--- src/servo_status_pkg.sv ---
// Purpose: constants for the servo status output block
// Assumes: 125 MHz pclk, APB register access
// Notes: alarm numbers are 8-bit hex codes of the alarm display
package servo_status_pkg;
  // ****************************************
  // Register offsets
  // ****************************************
  localparam logic [7:0] OFF_CTRL = 8'h00;
  localparam logic [7:0] OFF_CFG = 8'h04;
  localparam logic [7:0] OFF_STATE = 8'h08;
  localparam logic [7:0] OFF_SPEED = 8'h0C;
  localparam logic [7:0] OFF_IRQ_STAT = 8'h10;
  localparam logic [7:0] OFF_IRQ_MASK = 8'h14;
  localparam logic [7:0] OFF_OUTS = 8'h18;
  // ****************************************
  // Control register fields
  // ****************************************
  localparam int CTRL_SERVO_ON = 0;
  localparam int CTRL_POS_MODE = 1;
  localparam int CTRL_BRAKE_SEL = 2;
  localparam int CTRL_WARN_EN = 3;
  localparam int CTRL_CODE_EN = 4;
  localparam int CTRL_ALARM_RST = 5;
  localparam int CTRL_WARN_PIN_LSB = 8;
  localparam logic [31:0] CTRL_RESET = 32'h0000_0000;
  // Warning output pin selection
  localparam logic [1:0] WPIN_READY = 2'h0;
  localparam logic [1:0] WPIN_INPOS = 2'h1;
  localparam logic [1:0] WPIN_SPEED = 2'h2;
  localparam logic [1:0] WPIN_ZERO = 2'h3;
  // ****************************************
  // Config register fields, defaults and fixed speed-reached limits
  // ****************************************
  localparam int CFG_INPOS_LSB = 0;
  localparam int CFG_ZERO_LSB = 16;
  localparam logic [15:0] INPOS_RESET = 16'h0064;
  localparam logic [15:0] ZERO_SPEED_RPM = 16'h0032;
  localparam logic [15:0] REACH_HOLD_RPM = 16'h0032;
  localparam logic [15:0] REACH_TOL_RPM = 16'h000A;
  // ****************************************
  // Interrupt status bits
  // ****************************************
  localparam int IRQ_ALARM = 0;
  localparam int IRQ_WARN = 1;
  localparam int IRQ_READY = 2;
  localparam int IRQ_W = 3;
  // ****************************************
  // Timing
  // ****************************************
  localparam int CLK_MHZ = 125;
  localparam int STARTUP_MS = 1000;
  localparam int STARTUP_CYC = STARTUP_MS * CLK_MHZ * 1000;
endpackage

--- src/alarm_code_map.sv ---
// Purpose: map an alarm number to its 3-bit group code
// Assumes: alarm number is the two hex digits of the display
// Notes: unknown alarms fall in the all-open group
`timescale 1ns/1ps
module alarm_code_map
(
  input wire logic [7:0] alarm_num,
  output logic [2:0] group_code
);
  always_comb
  begin
    unique case (alarm_num)
      8'h10: group_code = 3'h2;
      8'h30, 8'h33: group_code = 3'h1;
      8'h45, 8'h46: group_code = 3'h3;
      8'h50, 8'h51: group_code = 3'h6;
      8'h24, 8'h32: group_code = 3'h4;
      8'h31, 8'h35, 8'h52: group_code = 3'h5;
      8'h16, 8'h1A, 8'h20: group_code = 3'h3;
      default: group_code = 3'h0;
    endcase
  end
endmodule

--- src/sync2.sv ---
// Purpose: two-flop synchroniser for pin levels
// Assumes: single clock domain on the reader side
// Notes: stage one feeds stage two only
`timescale 1ns/1ps
module sync2 #(parameter int W = 1)
(
  input wire logic pclk,
  input wire logic presetn,
  input wire logic en,
  input wire logic [W-1:0] d,
  output logic [W-1:0] q
);
  logic [W-1:0] meta_r;
  always_ff @(posedge pclk or negedge presetn)
  begin
    if (!presetn)
    begin
      meta_r <= '0;
      q <= '0;
    end
    else if (en)
    begin
      meta_r <= d;
      q <= meta_r;
    end
  end
endmodule

--- src/servo_status_outputs.sv ---
// Purpose: discrete status contacts of a servo amplifier, APB programmable
// Assumes: power stage and alarm/warning sources are asynchronous pin levels
// Notes: 1 on an output means contact closed
//
// Local design decisions: the APB slave port and the register offsets.
`timescale 1ns/1ps
// Summary of operation
// - Trouble opens on power off or shutdown
// - Trouble closes one second after power-on
// - Ready closes when servo on and able
// - In-position closes when droop within range
// - Speed reached near preset, held at low
// - Zero speed closes at or below threshold
// - Brake select copies interlock to zero pin
// - Brake interlock opens on servo off, alarm
// - Warning closes on warning, pin assigned
// - Warning opens within one second startup
// - Alarm code replaces ordinary signals on alarm
module servo_status_outputs #(
  parameter int STARTUP_CYC = servo_status_pkg::STARTUP_CYC
)
(
  input wire logic pclk,
  input wire logic presetn,
  input wire logic clk_en,
  input wire logic [7:0] paddr,
  input wire logic psel,
  input wire logic penable,
  input wire logic pwrite,
  input wire logic [31:0] pwdata,
  output logic [31:0] prdata,
  output logic pready,
  output logic pslverr,
  input wire logic power_ok,
  input wire logic base_shutoff,
  input wire logic alarm_active,
  input wire logic [7:0] alarm_num,
  input wire logic warning_active,
  input wire logic [15:0] droop_abs,
  input wire logic [15:0] motor_speed,
  input wire logic [15:0] preset_speed,
  output logic trouble_out,
  output logic ready_out,
  output logic in_position_out,
  output logic speed_reached_out,
  output logic zero_speed_out,
  output logic brake_interlock_out,
  output logic warning_out,
  output logic alarm_group_bit0,
  output logic alarm_group_bit1,
  output logic alarm_group_bit2,
  output logic irq
);
  // ****************************************
  // Pin input synchronisation
  // ****************************************
  logic [3:0] pin_s;
  logic [7:0] alarm_num_s;
  logic [47:0] meas_s;
  logic power_ok_s;
  logic base_off_s;
  logic alarm_s;
  logic warn_s;
  logic [15:0] droop_s;
  logic [15:0] speed_s;
  logic [15:0] preset_s;

  sync2 #(.W(4)) u_sync_pins
  (
    .pclk(pclk),
    .presetn(presetn),
    .en(clk_en),
    .d({power_ok, base_shutoff, alarm_active, warning_active}),
    .q(pin_s)
  );
  // Multi-bit values are assumed slow against pclk; a torn sample lasts one cycle
  sync2 #(.W(56)) u_sync_meas
  (
    .pclk(pclk),
    .presetn(presetn),
    .en(clk_en),
    .d({alarm_num, droop_abs, motor_speed, preset_speed}),
    .q({alarm_num_s, meas_s})
  );
  assign {power_ok_s, base_off_s, alarm_s, warn_s} = pin_s;
  assign {droop_s, speed_s, preset_s} = meas_s;

  // ****************************************
  // Registers
  // ****************************************
  logic [31:0] ctrl_r;
  logic [15:0] inpos_r;
  logic [15:0] zero_r;
  logic [2:0] irq_stat_r;
  logic [2:0] irq_mask_r;
  logic [31:0] cnt_r;
  logic started_r;
  logic [2:0] code_r;
  logic code_valid_r;
  logic alarm_d_r;
  logic warn_d_r;
  logic ready_d_r;
  logic [2:0] group_code;
  logic wr;
  logic rd;
  logic servo_on;
  logic pos_mode;
  logic brake_sel;
  logic warn_en;
  logic code_en;
  logic [1:0] warn_pin;
  logic able;
  logic ready_nxt;
  logic inpos_nxt;
  logic reach_nxt;
  logic zero_nxt;
  logic brake_nxt;
  logic code_hold;
  logic [15:0] speed_diff;

  assign wr = psel && penable && pwrite;
  assign rd = psel && !penable && !pwrite;
  assign servo_on = ctrl_r[servo_status_pkg::CTRL_SERVO_ON];
  assign pos_mode = ctrl_r[servo_status_pkg::CTRL_POS_MODE];
  assign brake_sel = ctrl_r[servo_status_pkg::CTRL_BRAKE_SEL];
  assign warn_en = ctrl_r[servo_status_pkg::CTRL_WARN_EN];
  assign code_en = ctrl_r[servo_status_pkg::CTRL_CODE_EN];
  assign warn_pin = ctrl_r[servo_status_pkg::CTRL_WARN_PIN_LSB +: 2];

  alarm_code_map u_map
  (
    .alarm_num(alarm_num_s),
    .group_code(group_code)
  );

  // ****************************************
  // APB slave, zero wait states
  // ****************************************
  always_ff @(posedge pclk or negedge presetn)
  begin
    if (!presetn)
    begin
      ctrl_r <= servo_status_pkg::CTRL_RESET;
      inpos_r <= servo_status_pkg::INPOS_RESET;
      zero_r <= servo_status_pkg::ZERO_SPEED_RPM;
      irq_mask_r <= '0;
    end
    else if (clk_en && wr)
    begin
      unique case (paddr)
        servo_status_pkg::OFF_CTRL: ctrl_r <= {22'h0, pwdata[9:8], 2'h0, pwdata[5:0]};
        servo_status_pkg::OFF_CFG:
        begin
          inpos_r <= pwdata[servo_status_pkg::CFG_INPOS_LSB +: 16];
          zero_r <= pwdata[servo_status_pkg::CFG_ZERO_LSB +: 16];
        end
        servo_status_pkg::OFF_IRQ_MASK: irq_mask_r <= pwdata[2:0];
        default: ;
      endcase
    end
    else if (clk_en)
      ctrl_r[servo_status_pkg::CTRL_ALARM_RST] <= 1'b0;
  end

  always_ff @(posedge pclk or negedge presetn)
  begin
    if (!presetn)
    begin
      prdata <= 32'h0000_0000;
      pready <= 1'b0;
      pslverr <= 1'b0;
    end
    else if (clk_en)
    begin
      pready <= psel && !penable;
      // Unmapped or unaligned offsets answer with an error and drop writes
      pslverr <= psel && !penable && (paddr[1:0] != 2'h0 || paddr > servo_status_pkg::OFF_OUTS);
      // Read data latched at setup so it stands through the access cycle
      if (rd)
      begin
        unique case (paddr)
          servo_status_pkg::OFF_CTRL: prdata <= ctrl_r;
          servo_status_pkg::OFF_CFG: prdata <= {zero_r, inpos_r};
          servo_status_pkg::OFF_STATE:
            prdata <= {20'h0, code_valid_r, code_r, started_r, power_ok_s,
                       base_off_s, alarm_s, warn_s, alarm_num_s[2:0]};
          servo_status_pkg::OFF_SPEED: prdata <= {speed_s, droop_s};
          servo_status_pkg::OFF_IRQ_STAT: prdata <= {29'h0, irq_stat_r};
          servo_status_pkg::OFF_IRQ_MASK: prdata <= {29'h0, irq_mask_r};
          servo_status_pkg::OFF_OUTS:
            prdata <= {21'h0, irq, alarm_group_bit2, alarm_group_bit1, alarm_group_bit0,
                       warning_out, brake_interlock_out, zero_speed_out,
                       speed_reached_out, in_position_out, ready_out, trouble_out};
          default: prdata <= 32'h0000_0000;
        endcase
      end
    end
  end

  // ****************************************
  // Startup timer
  // ****************************************
  always_ff @(posedge pclk or negedge presetn)
  begin
    if (!presetn)
    begin
      cnt_r <= 32'h0000_0000;
      started_r <= 1'b0;
    end
    else if (clk_en)
    begin
      if (!power_ok_s)
      begin
        cnt_r <= 32'h0000_0000;
        started_r <= 1'b0;
      end
      else if (!started_r)
      begin
        cnt_r <= cnt_r + 32'h0000_0001;
        // Finishes before the full second so outputs settle inside it
        if (cnt_r >= 32'(STARTUP_CYC - 2))
          started_r <= 1'b1;
      end
    end
  end

  // ****************************************
  // Alarm code latch
  // ****************************************
  always_ff @(posedge pclk or negedge presetn)
  begin
    if (!presetn)
    begin
      code_r <= 3'h0;
      code_valid_r <= 1'b0;
    end
    else if (clk_en)
    begin
      if (alarm_s && !code_valid_r)
      begin
        code_r <= group_code;
        code_valid_r <= 1'b1;
      end
      // Reset is ignored while the alarm pin is still high
      else if (!alarm_s && ctrl_r[servo_status_pkg::CTRL_ALARM_RST])
        code_valid_r <= 1'b0;
    end
  end

  // ****************************************
  // Ordinary signal decode
  // ****************************************
  assign able = power_ok_s && started_r && !base_off_s && !code_valid_r && !alarm_s;
  assign speed_diff = (speed_s > preset_s) ? speed_s - preset_s : preset_s - speed_s;
  assign ready_nxt = servo_on && able;
  assign inpos_nxt = pos_mode && ready_nxt && droop_s <= inpos_r;
  assign reach_nxt = !pos_mode && ready_nxt &&
                     (preset_s <= servo_status_pkg::REACH_HOLD_RPM ||
                      speed_diff <= servo_status_pkg::REACH_TOL_RPM);
  assign zero_nxt = started_r && speed_s <= zero_r;
  assign brake_nxt = servo_on && !alarm_s && !code_valid_r;
  assign code_hold = code_en && code_valid_r;

  // ****************************************
  // Shared pin ownership
  // ****************************************
  // Alarm code takes the ordinary pins over while latched; warning takes its selected pin while enabled
  function automatic logic pin_free(input logic code_on, input logic warn_on,
                                    input logic [1:0] sel, input logic [1:0] own);
    pin_free = !code_on && !(warn_on && sel == own);
  endfunction

  // ****************************************
  // Output contacts
  // ****************************************
  always_ff @(posedge pclk or negedge presetn)
  begin
    if (!presetn)
    begin
      trouble_out <= 1'b0;
      ready_out <= 1'b0;
      in_position_out <= 1'b0;
      speed_reached_out <= 1'b0;
      zero_speed_out <= 1'b0;
      brake_interlock_out <= 1'b0;
      warning_out <= 1'b0;
      alarm_group_bit0 <= 1'b0;
      alarm_group_bit1 <= 1'b0;
      alarm_group_bit2 <= 1'b0;
    end
    else if (clk_en)
    begin
      trouble_out <= power_ok_s && started_r && !base_off_s && !alarm_s && !code_valid_r;
      brake_interlock_out <= brake_nxt;
      warning_out <= started_r && warn_en && warn_s;
      if (code_en)
      begin
        // Code pins carry the latched group on alarm and stay open otherwise
        alarm_group_bit0 <= code_valid_r && code_r[0];
        alarm_group_bit1 <= code_valid_r && code_r[1];
        alarm_group_bit2 <= code_valid_r && code_r[2];
      end
      else
      begin
        alarm_group_bit0 <= 1'b0;
        alarm_group_bit1 <= 1'b0;
        alarm_group_bit2 <= 1'b0;
      end
      ready_out <= ready_nxt && pin_free(code_hold, warn_en, warn_pin,
                                         servo_status_pkg::WPIN_READY);
      in_position_out <= inpos_nxt && pin_free(code_hold, warn_en, warn_pin,
                                               servo_status_pkg::WPIN_INPOS);
      speed_reached_out <= reach_nxt && pin_free(code_hold, warn_en, warn_pin,
                                                 servo_status_pkg::WPIN_SPEED);
      // Brake select takes the zero-speed pin over completely
      zero_speed_out <= brake_sel ? brake_nxt :
                        zero_nxt && pin_free(code_hold, warn_en, warn_pin,
                                             servo_status_pkg::WPIN_ZERO);
    end
  end

  // ****************************************
  // Interrupts: set wins over write-one clear
  // ****************************************
  always_ff @(posedge pclk or negedge presetn)
  begin
    if (!presetn)
    begin
      alarm_d_r <= 1'b0;
      warn_d_r <= 1'b0;
      ready_d_r <= 1'b0;
      irq_stat_r <= 3'h0;
      irq <= 1'b0;
    end
    else if (clk_en)
    begin
      alarm_d_r <= alarm_s;
      warn_d_r <= warn_s;
      ready_d_r <= ready_nxt;
      // Either direction of ready counts as an event
      irq_stat_r <= (irq_stat_r & ~((wr && paddr == servo_status_pkg::OFF_IRQ_STAT) ?
                     pwdata[2:0] : 3'h0)) |
                    {ready_nxt ^ ready_d_r, warn_s & ~warn_d_r, alarm_s & ~alarm_d_r};
      irq <= |(irq_stat_r & irq_mask_r);
    end
  end
endmodule

--- config.mk ---
export PLATFORM = sky130hd
export DESIGN_NAME = servo_status_outputs
export DESIGN_NICKNAME = d
export VERILOG_FILES = /design/src/servo_status_pkg.sv /design/src/alarm_code_map.sv /design/src/sync2.sv /design/src/servo_status_outputs.sv
export SDC_FILE = /design/constraint.sdc
export NUM_CORES = 1
export LEC_CHECK = 0
export BUFFER_PORTS_ARGS = -buffer_cell sky130_fd_sc_hd__buf_2
export CORE_MARGIN = 4
export CORE_UTILIZATION = 55
export DETAILED_ROUTE_END_ITERATION = 8
export GPL_ROUTABILITY_DRIVEN = 0
export PLACE_DENSITY = 0.76
export SYNTH_ARGS = -nofsm -noshare
export SYNTH_HDL_FRONTEND = slang
export SYNTH_HIERARCHICAL = 1
export SYNTH_SLANG_ARGS = --single-unit
--- constraint.sdc ---
create_clock -name pclk -period 5.1 [get_ports pclk]
set_input_delay 0.51 -clock pclk [delete_from_list [all_inputs] [get_ports pclk]]
set_output_delay 0.51 -clock pclk [all_outputs]
set_load 0.02 [all_outputs]
==> flow_metrics.py, run 1 <==
metrics = {
    "status": {
        "status": "finished, violations left",
        "violations": "negative hold slack",
    },
    "synthesis": {
        "ys_seq_area_share_pct": 47.3,
        "synth_area_per_cell_sq_um": 10.7,
        "ys.flop_type": "dfrtp_1",
        "syn-num-nets": 1410,
        "yosysTopAreaCell": "dfrtp_1",
        "netlist.area_leader.share_pct": 46.2,
        "yosys_warnings": 6,
        "ys_async_sr_fraction_pct": 100,
        "synth.distinct_cells": 84,
        "synth_edf_count": 0,
        "synth.area.top_cells": "dfrtp_1, mux2_2, ha_1",
        "yosysMostFrequentCell": "dfrtp_1",
        "netlist_top_cells_count": "dfrtp_1, mux2_2, nand2_1",
        "synth_cells": 1237,
        "ys_ff_latch": 251,
        "netlist_area_sq_um": 13300,
    },
    "sta": {
        "drv_slew": 0,
        "fin_crit_sh_pct": 67.7,
        "whs_ps": -33.7,
        "finalWorstSetupSlack_ps": 1650,
        "period_needed_ps": 3450,
        "hold_violations": 17,
        "rsz0062_at_grt": "false",
        "slew_headroom_pct": 27.7,
        "final.setup.tns_ps": 0,
        "worst_pin_slew_ps": 1080,
        "fmax_ghz": 0.290,
        "finalSetupViolCount": 0,
        "clock_skew_ps": 16.9,
    },
    "critical_path": {
        "rr_endpoint": "speed_reached_out",
        "crit_end": "speed_reached_out",
        "timing.rr.start": "u_sync_meas/q[16]",
        "r2r_cells": 12,
        "path_class": "flop to flop",
        "crit_fanout": 4,
        "worstPathArrival_ps": 3900,
        "cp.required_ps": 5550,
        "crit_path_end_kind": "flop",
        "rrSetupSlack_ps": 1650,
        "critical_path.startpoint": "u_sync_meas/q[16]",
        "cp-start-kind": "flop",
    },
    "floorplanning": {
        "die_y_um": 163,
        "dieArea_sq_um": 26700,
        "die_x_um": 163,
        "io_pins": 151,
        "initial_core_util_pct": 56.3,
        "core_sq_um": 23600,
        "std_cell_rows": 56,
    },
    "drt": {
        "routed_wl_mm": 32.0,
        "drc": 0,
        "wl_per_cell_um": 18.8,
        "drtIter0Drc": 860,
        "vias_per_cell": 5.84,
        "dr.pass1.iters": 5,
        "ant_nets": 0,
        "vias": 9962,
    },
    "clocking": {
        "cts_tree": "done",
        "clockRootBuffer": "clkbuf_16",
        "cts_buffer_depth": 3,
        "cts_buffers": 28,
        "clkTransAtPathRegs_ps": 60,
        "cts_htree_levels": 1,
        "worstSkewPairLatency_ps": 540,
        "cts_hold_buf": 0,
        "clock-sinks": 251,
        "post_cts_buffers": 0,
        "cts_resized": 0,
    },
    "placement": {
        "dp_slack_ps": 1710,
        "dp_hpwl_mm": 22.9,
        "dpl.cell_count": 1657,
        "portBuffers": 150,
    },
    "pwr": {
        "leakage_nw": 7.05,
        "clock_power_share_pct": 37.1,
        "internal-power_mw": 3.98,
        "power_density_nw_per_um2": 370,
        "vdd_ir_drop_max_v": 0.000312,
        "switchingPower_mw": 1.64,
        "p_sw_share_pct": 29.2,
        "combPwrFrac_pct": 21.1,
        "p_seq_share_pct": 41.8,
    },
    "run": {
        "maxCapViolations": 0,
    },
    "layout": {
        "antenna_cells": 0,
        "nets": 1541,
        "instances_no_fill": 1707,
        "final_layout_size_suffix_gt1_share_pct": 27.5,
        "area_delta_synth_final_pct": 14.4,
    },
    "worst_hold_path": {
        "hp-class": "input pin to async pin",
    },
    "grt": {
        "grt_pass1_wl_mm": 52.0,
        "grt.total_usage_pct": 24.1,
        "grt_pass1_vias": 9860,
        "grt_overflow": 0,
        "grt_max_degree": 101,
        "antenna_found_initial": 0,
    },
}
## cell type report
class                      count  area (sq um)
tap                          319           399
clock inverter                 8           129
multi-input combinational    846          6380
inverter                      81           304
fill                        1901          8410
clock buffer                  42           843
sequential                   251          6290
timing repair buffer         160           855
## power groups by stage
stage | logic, mW | clock network [mW] | registers (mW)
2_1_floorplan | 0.813 | 0 | 2.38
3_3_place_gp | 1.15 | 0 | 2.38
3_5_place_dp | 1.17 | 0 | 2.38
4_1_cts | 1.18 | 2.12 | 2.35
5_1_grt | 1.32 | 2.21 | 2.38
6_report | 1.19 | 2.09 | 2.35
## state kept, by name (all words and copies together) (netlist names), 3 cells and up
signal and count:
inpos_r 16, irq_stat_r 3, u_sync_meas/q 56, cnt_r 32, u_sync_pins/q 4, zero_r 16
prdata 32, ctrl_r 8, code_r 3, u_sync_meas/meta_r 56, u_sync_pins/meta_r 4, irq_mask_r 3
## how the worst min path moves through the flow
| stage | from | end | slack [ps] | cells after the start |
|---|---|---|---|---|
| floorplan | presetn | alarm_d_r | 210 | 0 |
| global placement | alarm_d_r | irq_stat_r[0] | 450 | 1 |
| detailed placement | alarm_d_r | irq_stat_r[0] | 460 | 1 |
| CTS | presetn | u_sync_meas/meta_r[10] | 10 | 1 |
| global route | presetn | u_sync_meas/meta_r[10] | 40 | 1 |
| finish | presetn | u_sync_meas/meta_r[10] | -30 | 1 |
## critical path, stage by stage, from the launching register on
cell	delay, ps
dfrtp_1	380
inv_1	70
ha_1	210
fa_1	420
nand2b_1	210
a211oi_2	330
o21ai_1	210
a21o_4	270
mux2i_1	130
or3_1	380
a2111oi_2	370
o2111ai_1	160
o31ai_1	200
## metrics by stage
step	hold WS, ps	cell area (sq um)	utilization (%)	total power, mW
3_3_place_gp	450	14200	60.2	3.52
5_1_grt	38.7	15200	64.4	5.91
6_report	-33.7	15200	64.4	5.62
4_1_cts	13.1	15200	64.4	5.65
2_1_floorplan	214	13300	-	3.19
3_5_place_dp	460	14200	60.2	3.55
## logic make-up after synthesis
logic type	Yosys count	share of synthesized area, %
AND/OR/NAND/NOR	316	11.8
AO/OA/AOI/OAI	274	13.7
flip-flops	251	47.3
multiplexers	157	13.9
buffers and inverters	140	4.74
adder cells (fa/ha/maj)	67	6.42
XOR/XNOR	32	2.11
## placed cells by master, fill, tap and decap left out, types with 25 or more instances in the layout
master	synthesis	layout
nor2_1	93	93
a22oi_1	29	29
clkbuf_16	0	28
xor2_1	25	25
ha_1	65	65
buf_2	7	148
o21ai_0	74	74
mux2_2	137	137
a21oi_1	64	64
nand2_1	94	94
dfrtp_1	245	245
inv_1	81	81
## layer usage
metal / up-vias / routed length [um] / part of all wire (%) / GRT usage [%]
met5: - / 0 / 0 / 0
met2: 337 / 14800 / 46 / 38.5
li1: 4679 / - / - / -
met1: 4893 / 14400 / 45 / 34.7
met3: 53 / 2010 / 6.3 / 3.41
met4: 0 / 824 / 2.6 / 6.44
Note: power is estimated with default switching activity, not from simulation.
==> run 2, diff against run 1 <==
==> constraint.sdc (replaced) <==
create_clock -name pclk -period 3.54 [get_ports pclk]
set_input_delay 0.354 -clock pclk [delete_from_list [all_inputs] [get_ports pclk]]
set_output_delay 0.354 -clock pclk [all_outputs]
set_load 0.02 [all_outputs]
==> flow_metrics.py, run 2 (synthesis gave the netlist of run 1 again) <==
metrics = {
    "sta": {
        "drv_slew": 0,
        "period_needed_ps": 3350,
        "fin_crit_sh_pct": 94.7,
        "final.setup.tns_ps": 0,
        "clock_skew_ps": 14.4,
        "rsz0062_at_grt": "false",
        "hold_violations": 0,
        "slew_headroom_pct": 36.4,
        "fmax_ghz": 0.298,
        "worst_pin_slew_ps": 953,
        "finalSetupViolCount": 0,
    },
    "placement": {
        "place_area_sq_um": 14300,
        "dpl.cell_count": 1665,
        "dp_hpwl_mm": 23.0,
        "portBuffers": 150,
    },
    "clocking": {
        "cts_buffers": 28,
        "post_cts_buffers": 0,
        "cts_htree_levels": 1,
        "worstSkewPairLatency_ps": 540,
        "cts_tree": "done",
        "clkTransAtPathRegs_ps": 60,
        "cts_buffer_depth": 3,
        "clock-sinks": 251,
        "clockRootBuffer": "clkbuf_16",
    },
    "critical_path": {
        "worstPathArrival_ps": 3780,
        "cpMostUsedCell": "a211oi_1",
        "rrSetupSlack_ps": 190,
        "critPathSlowestCell": "or4_1",
        "crit_fanout": 13,
        "cp-start-kind": "flop",
        "r2r_cells": 11,
        "critPathMaxStageDelay_ps": 550,
        "cp.required_ps": 3970,
        "rr_endpoint": "speed_reached_out",
        "cp_cell_sequence": "inv_1 > ha_1 > nand4_1 > or4_1 > nand2_1 > a211oi_1 > a211oi_1 > o21ai_0 > a2111oi_4 > o2111ai_1 > o31ai_1",
        "cpLargestDelayFamily": "compound AO/OA/AOI/OAI gates",
        "crit_buf_inv": 1,
        "path_class": "flop to flop",
        "crit_path_end_kind": "flop",
        "timing.rr.start": "u_sync_meas/q[7]",
    },
    "layout": {
        "nets": 1550,
        "final_layout_size_suffix_gt1_share_pct": 28.5,
        "final_common_cell": "dfrtp_1",
        "antenna_cells": 0,
        "stdcell_area_sq_um": 15400,
        "instances_no_fill": 1718,
        "top_regs": "u_sync_meas/meta_r: 56 flops, u_sync_meas/q: 56 flops",
        "layout_common_cells": "dfrtp_1, buf_2, mux2_2, nand2_1, nor2_1",
        "area_delta_synth_final_pct": 15.7,
    },
    "pwr": {
        "p_sw_share_pct": 29.2,
        "finalPower_mw": 8.23,
        "combPwrFrac_pct": 21.5,
        "p_seq_share_pct": 41.1,
        "leakage_nw": 7.12,
        "power_density_nw_per_um2": 535,
        "internal-power_mw": 5.82,
        "clock_power_share_pct": 37.4,
        "switchingPower_mw": 2.41,
        "vdd_ir_drop_max_v": 0.000407,
    },
    "floorplanning": {
        "dieArea_sq_um": 26700,
        "core_sq_um": 23600,
        "io_pins": 151,
        "initial_core_util_pct": 56.3,
        "die_x_um": 163,
        "die_y_um": 163,
        "std_cell_rows": 56,
    },
    "drt": {
        "drc": 0,
        "dr.pass1.iters": 6,
        "routed_wl_mm": 32.8,
        "wl_per_cell_um": 19.1,
        "ant_nets": 0,
        "vias_per_cell": 5.89,
        "vias": 10100,
        "drtIter0Drc": 950,
    },
    "grt": {
        "antenna_found_initial": 0,
        "met2_usage_pct": 38.9,
        "top_usage_layer": "met2",
        "grt_pass1_wl_mm": 53.2,
        "met1_usage_pct": 35.7,
        "grt_pass1_vias": 10000,
        "grt.total_usage_pct": 24.6,
        "grt_max_degree": 147,
        "grt_overflow": 0,
        "use_met3_pct": 3.46,
    },
    "worst_hold_path": {
        "hp-class": "input pin to flop",
        "whs_path_depth": 3,
        "hold_path_end": "inpos_r[13]",
        "min_from": "pwdata[13]",
    },
    "status": {
        "status": "completed",
    },
    "run": {
        "maxCapViolations": 0,
    },
}
==> run 2: worst max path at each step <==
| stage | end | slack, ps | cells after the start | from |
|---|---|---|---|---|
| global placement | speed_reached_out | 270 | 12 | u_sync_meas/q[16] |
| detailed placement | speed_reached_out | 120 | 11 | u_sync_meas/q[0] |
| finish | speed_reached_out | 190 | 11 | u_sync_meas/q[7] |
| global route | speed_reached_out | 7 | 10 | u_sync_meas/q[23] |
| CTS | speed_reached_out | 80 | 11 | u_sync_meas/q[0] |
| floorplan | speed_reached_out | 480 | 12 | u_sync_meas/q[16] |
==> run 2: timing repair <==
item                                   4_1_cts  5_1_grt
hold buffers                                 1        0
setup endpoints to repair                    0        1
endpoints found under the hold margin       72        0
gates resized for setup                      0       10
==> run 2: per-stage QoR <==
step           worst slack (ps)  util [%]  hold WS, ps
6_report                    189      65.1         30.0
5_1_grt                    6.94      65.1         14.6
4_1_cts                    80.4      64.9         13.8
3_5_place_dp                122      60.7          361
3_3_place_gp                272      60.7          367
2_1_floorplan               483         -         58.4
==> run 2: tightest hold or removal path, stage by stage <==
cell and delay [ps]:
buf_2 80, nand2_1 40, o21ai_0 50
==> run 2: cell type report <==
cell class | instances | area [sq um]
flip-flops and latches | 251 | 6290
clock buffers | 40 | 827
multi-input cells | 846 | 6430
repair buffers | 169 | 962
inverters | 81 | 304
well taps | 319 | 399
clock inverters | 12 | 168
fillers | 1897 | 8240
==> run 2: power by group through the flow <==
stage | Combinational (mW) | Sequential [mW] | Clock (mW)
2_1_floorplan | 1.17 | 3.43 | 0
5_1_grt | 1.94 | 3.42 | 3.25
3_3_place_gp | 1.67 | 3.42 | 0
4_1_cts | 1.71 | 3.38 | 3.12
6_report | 1.77 | 3.38 | 3.08
3_5_place_dp | 1.69 | 3.43 | 0
==> run 2: metal layers <==
| layer | part of all wire (%) | vias up |
|---|---|---|
| li1 | - | 4691 |
| met1 | 45 | 4973 |
| met2 | 46 | 381 |
| met3 | 6.1 | 68 |
| met4 | 2.6 | 0 |
| met5 | 0 | - |
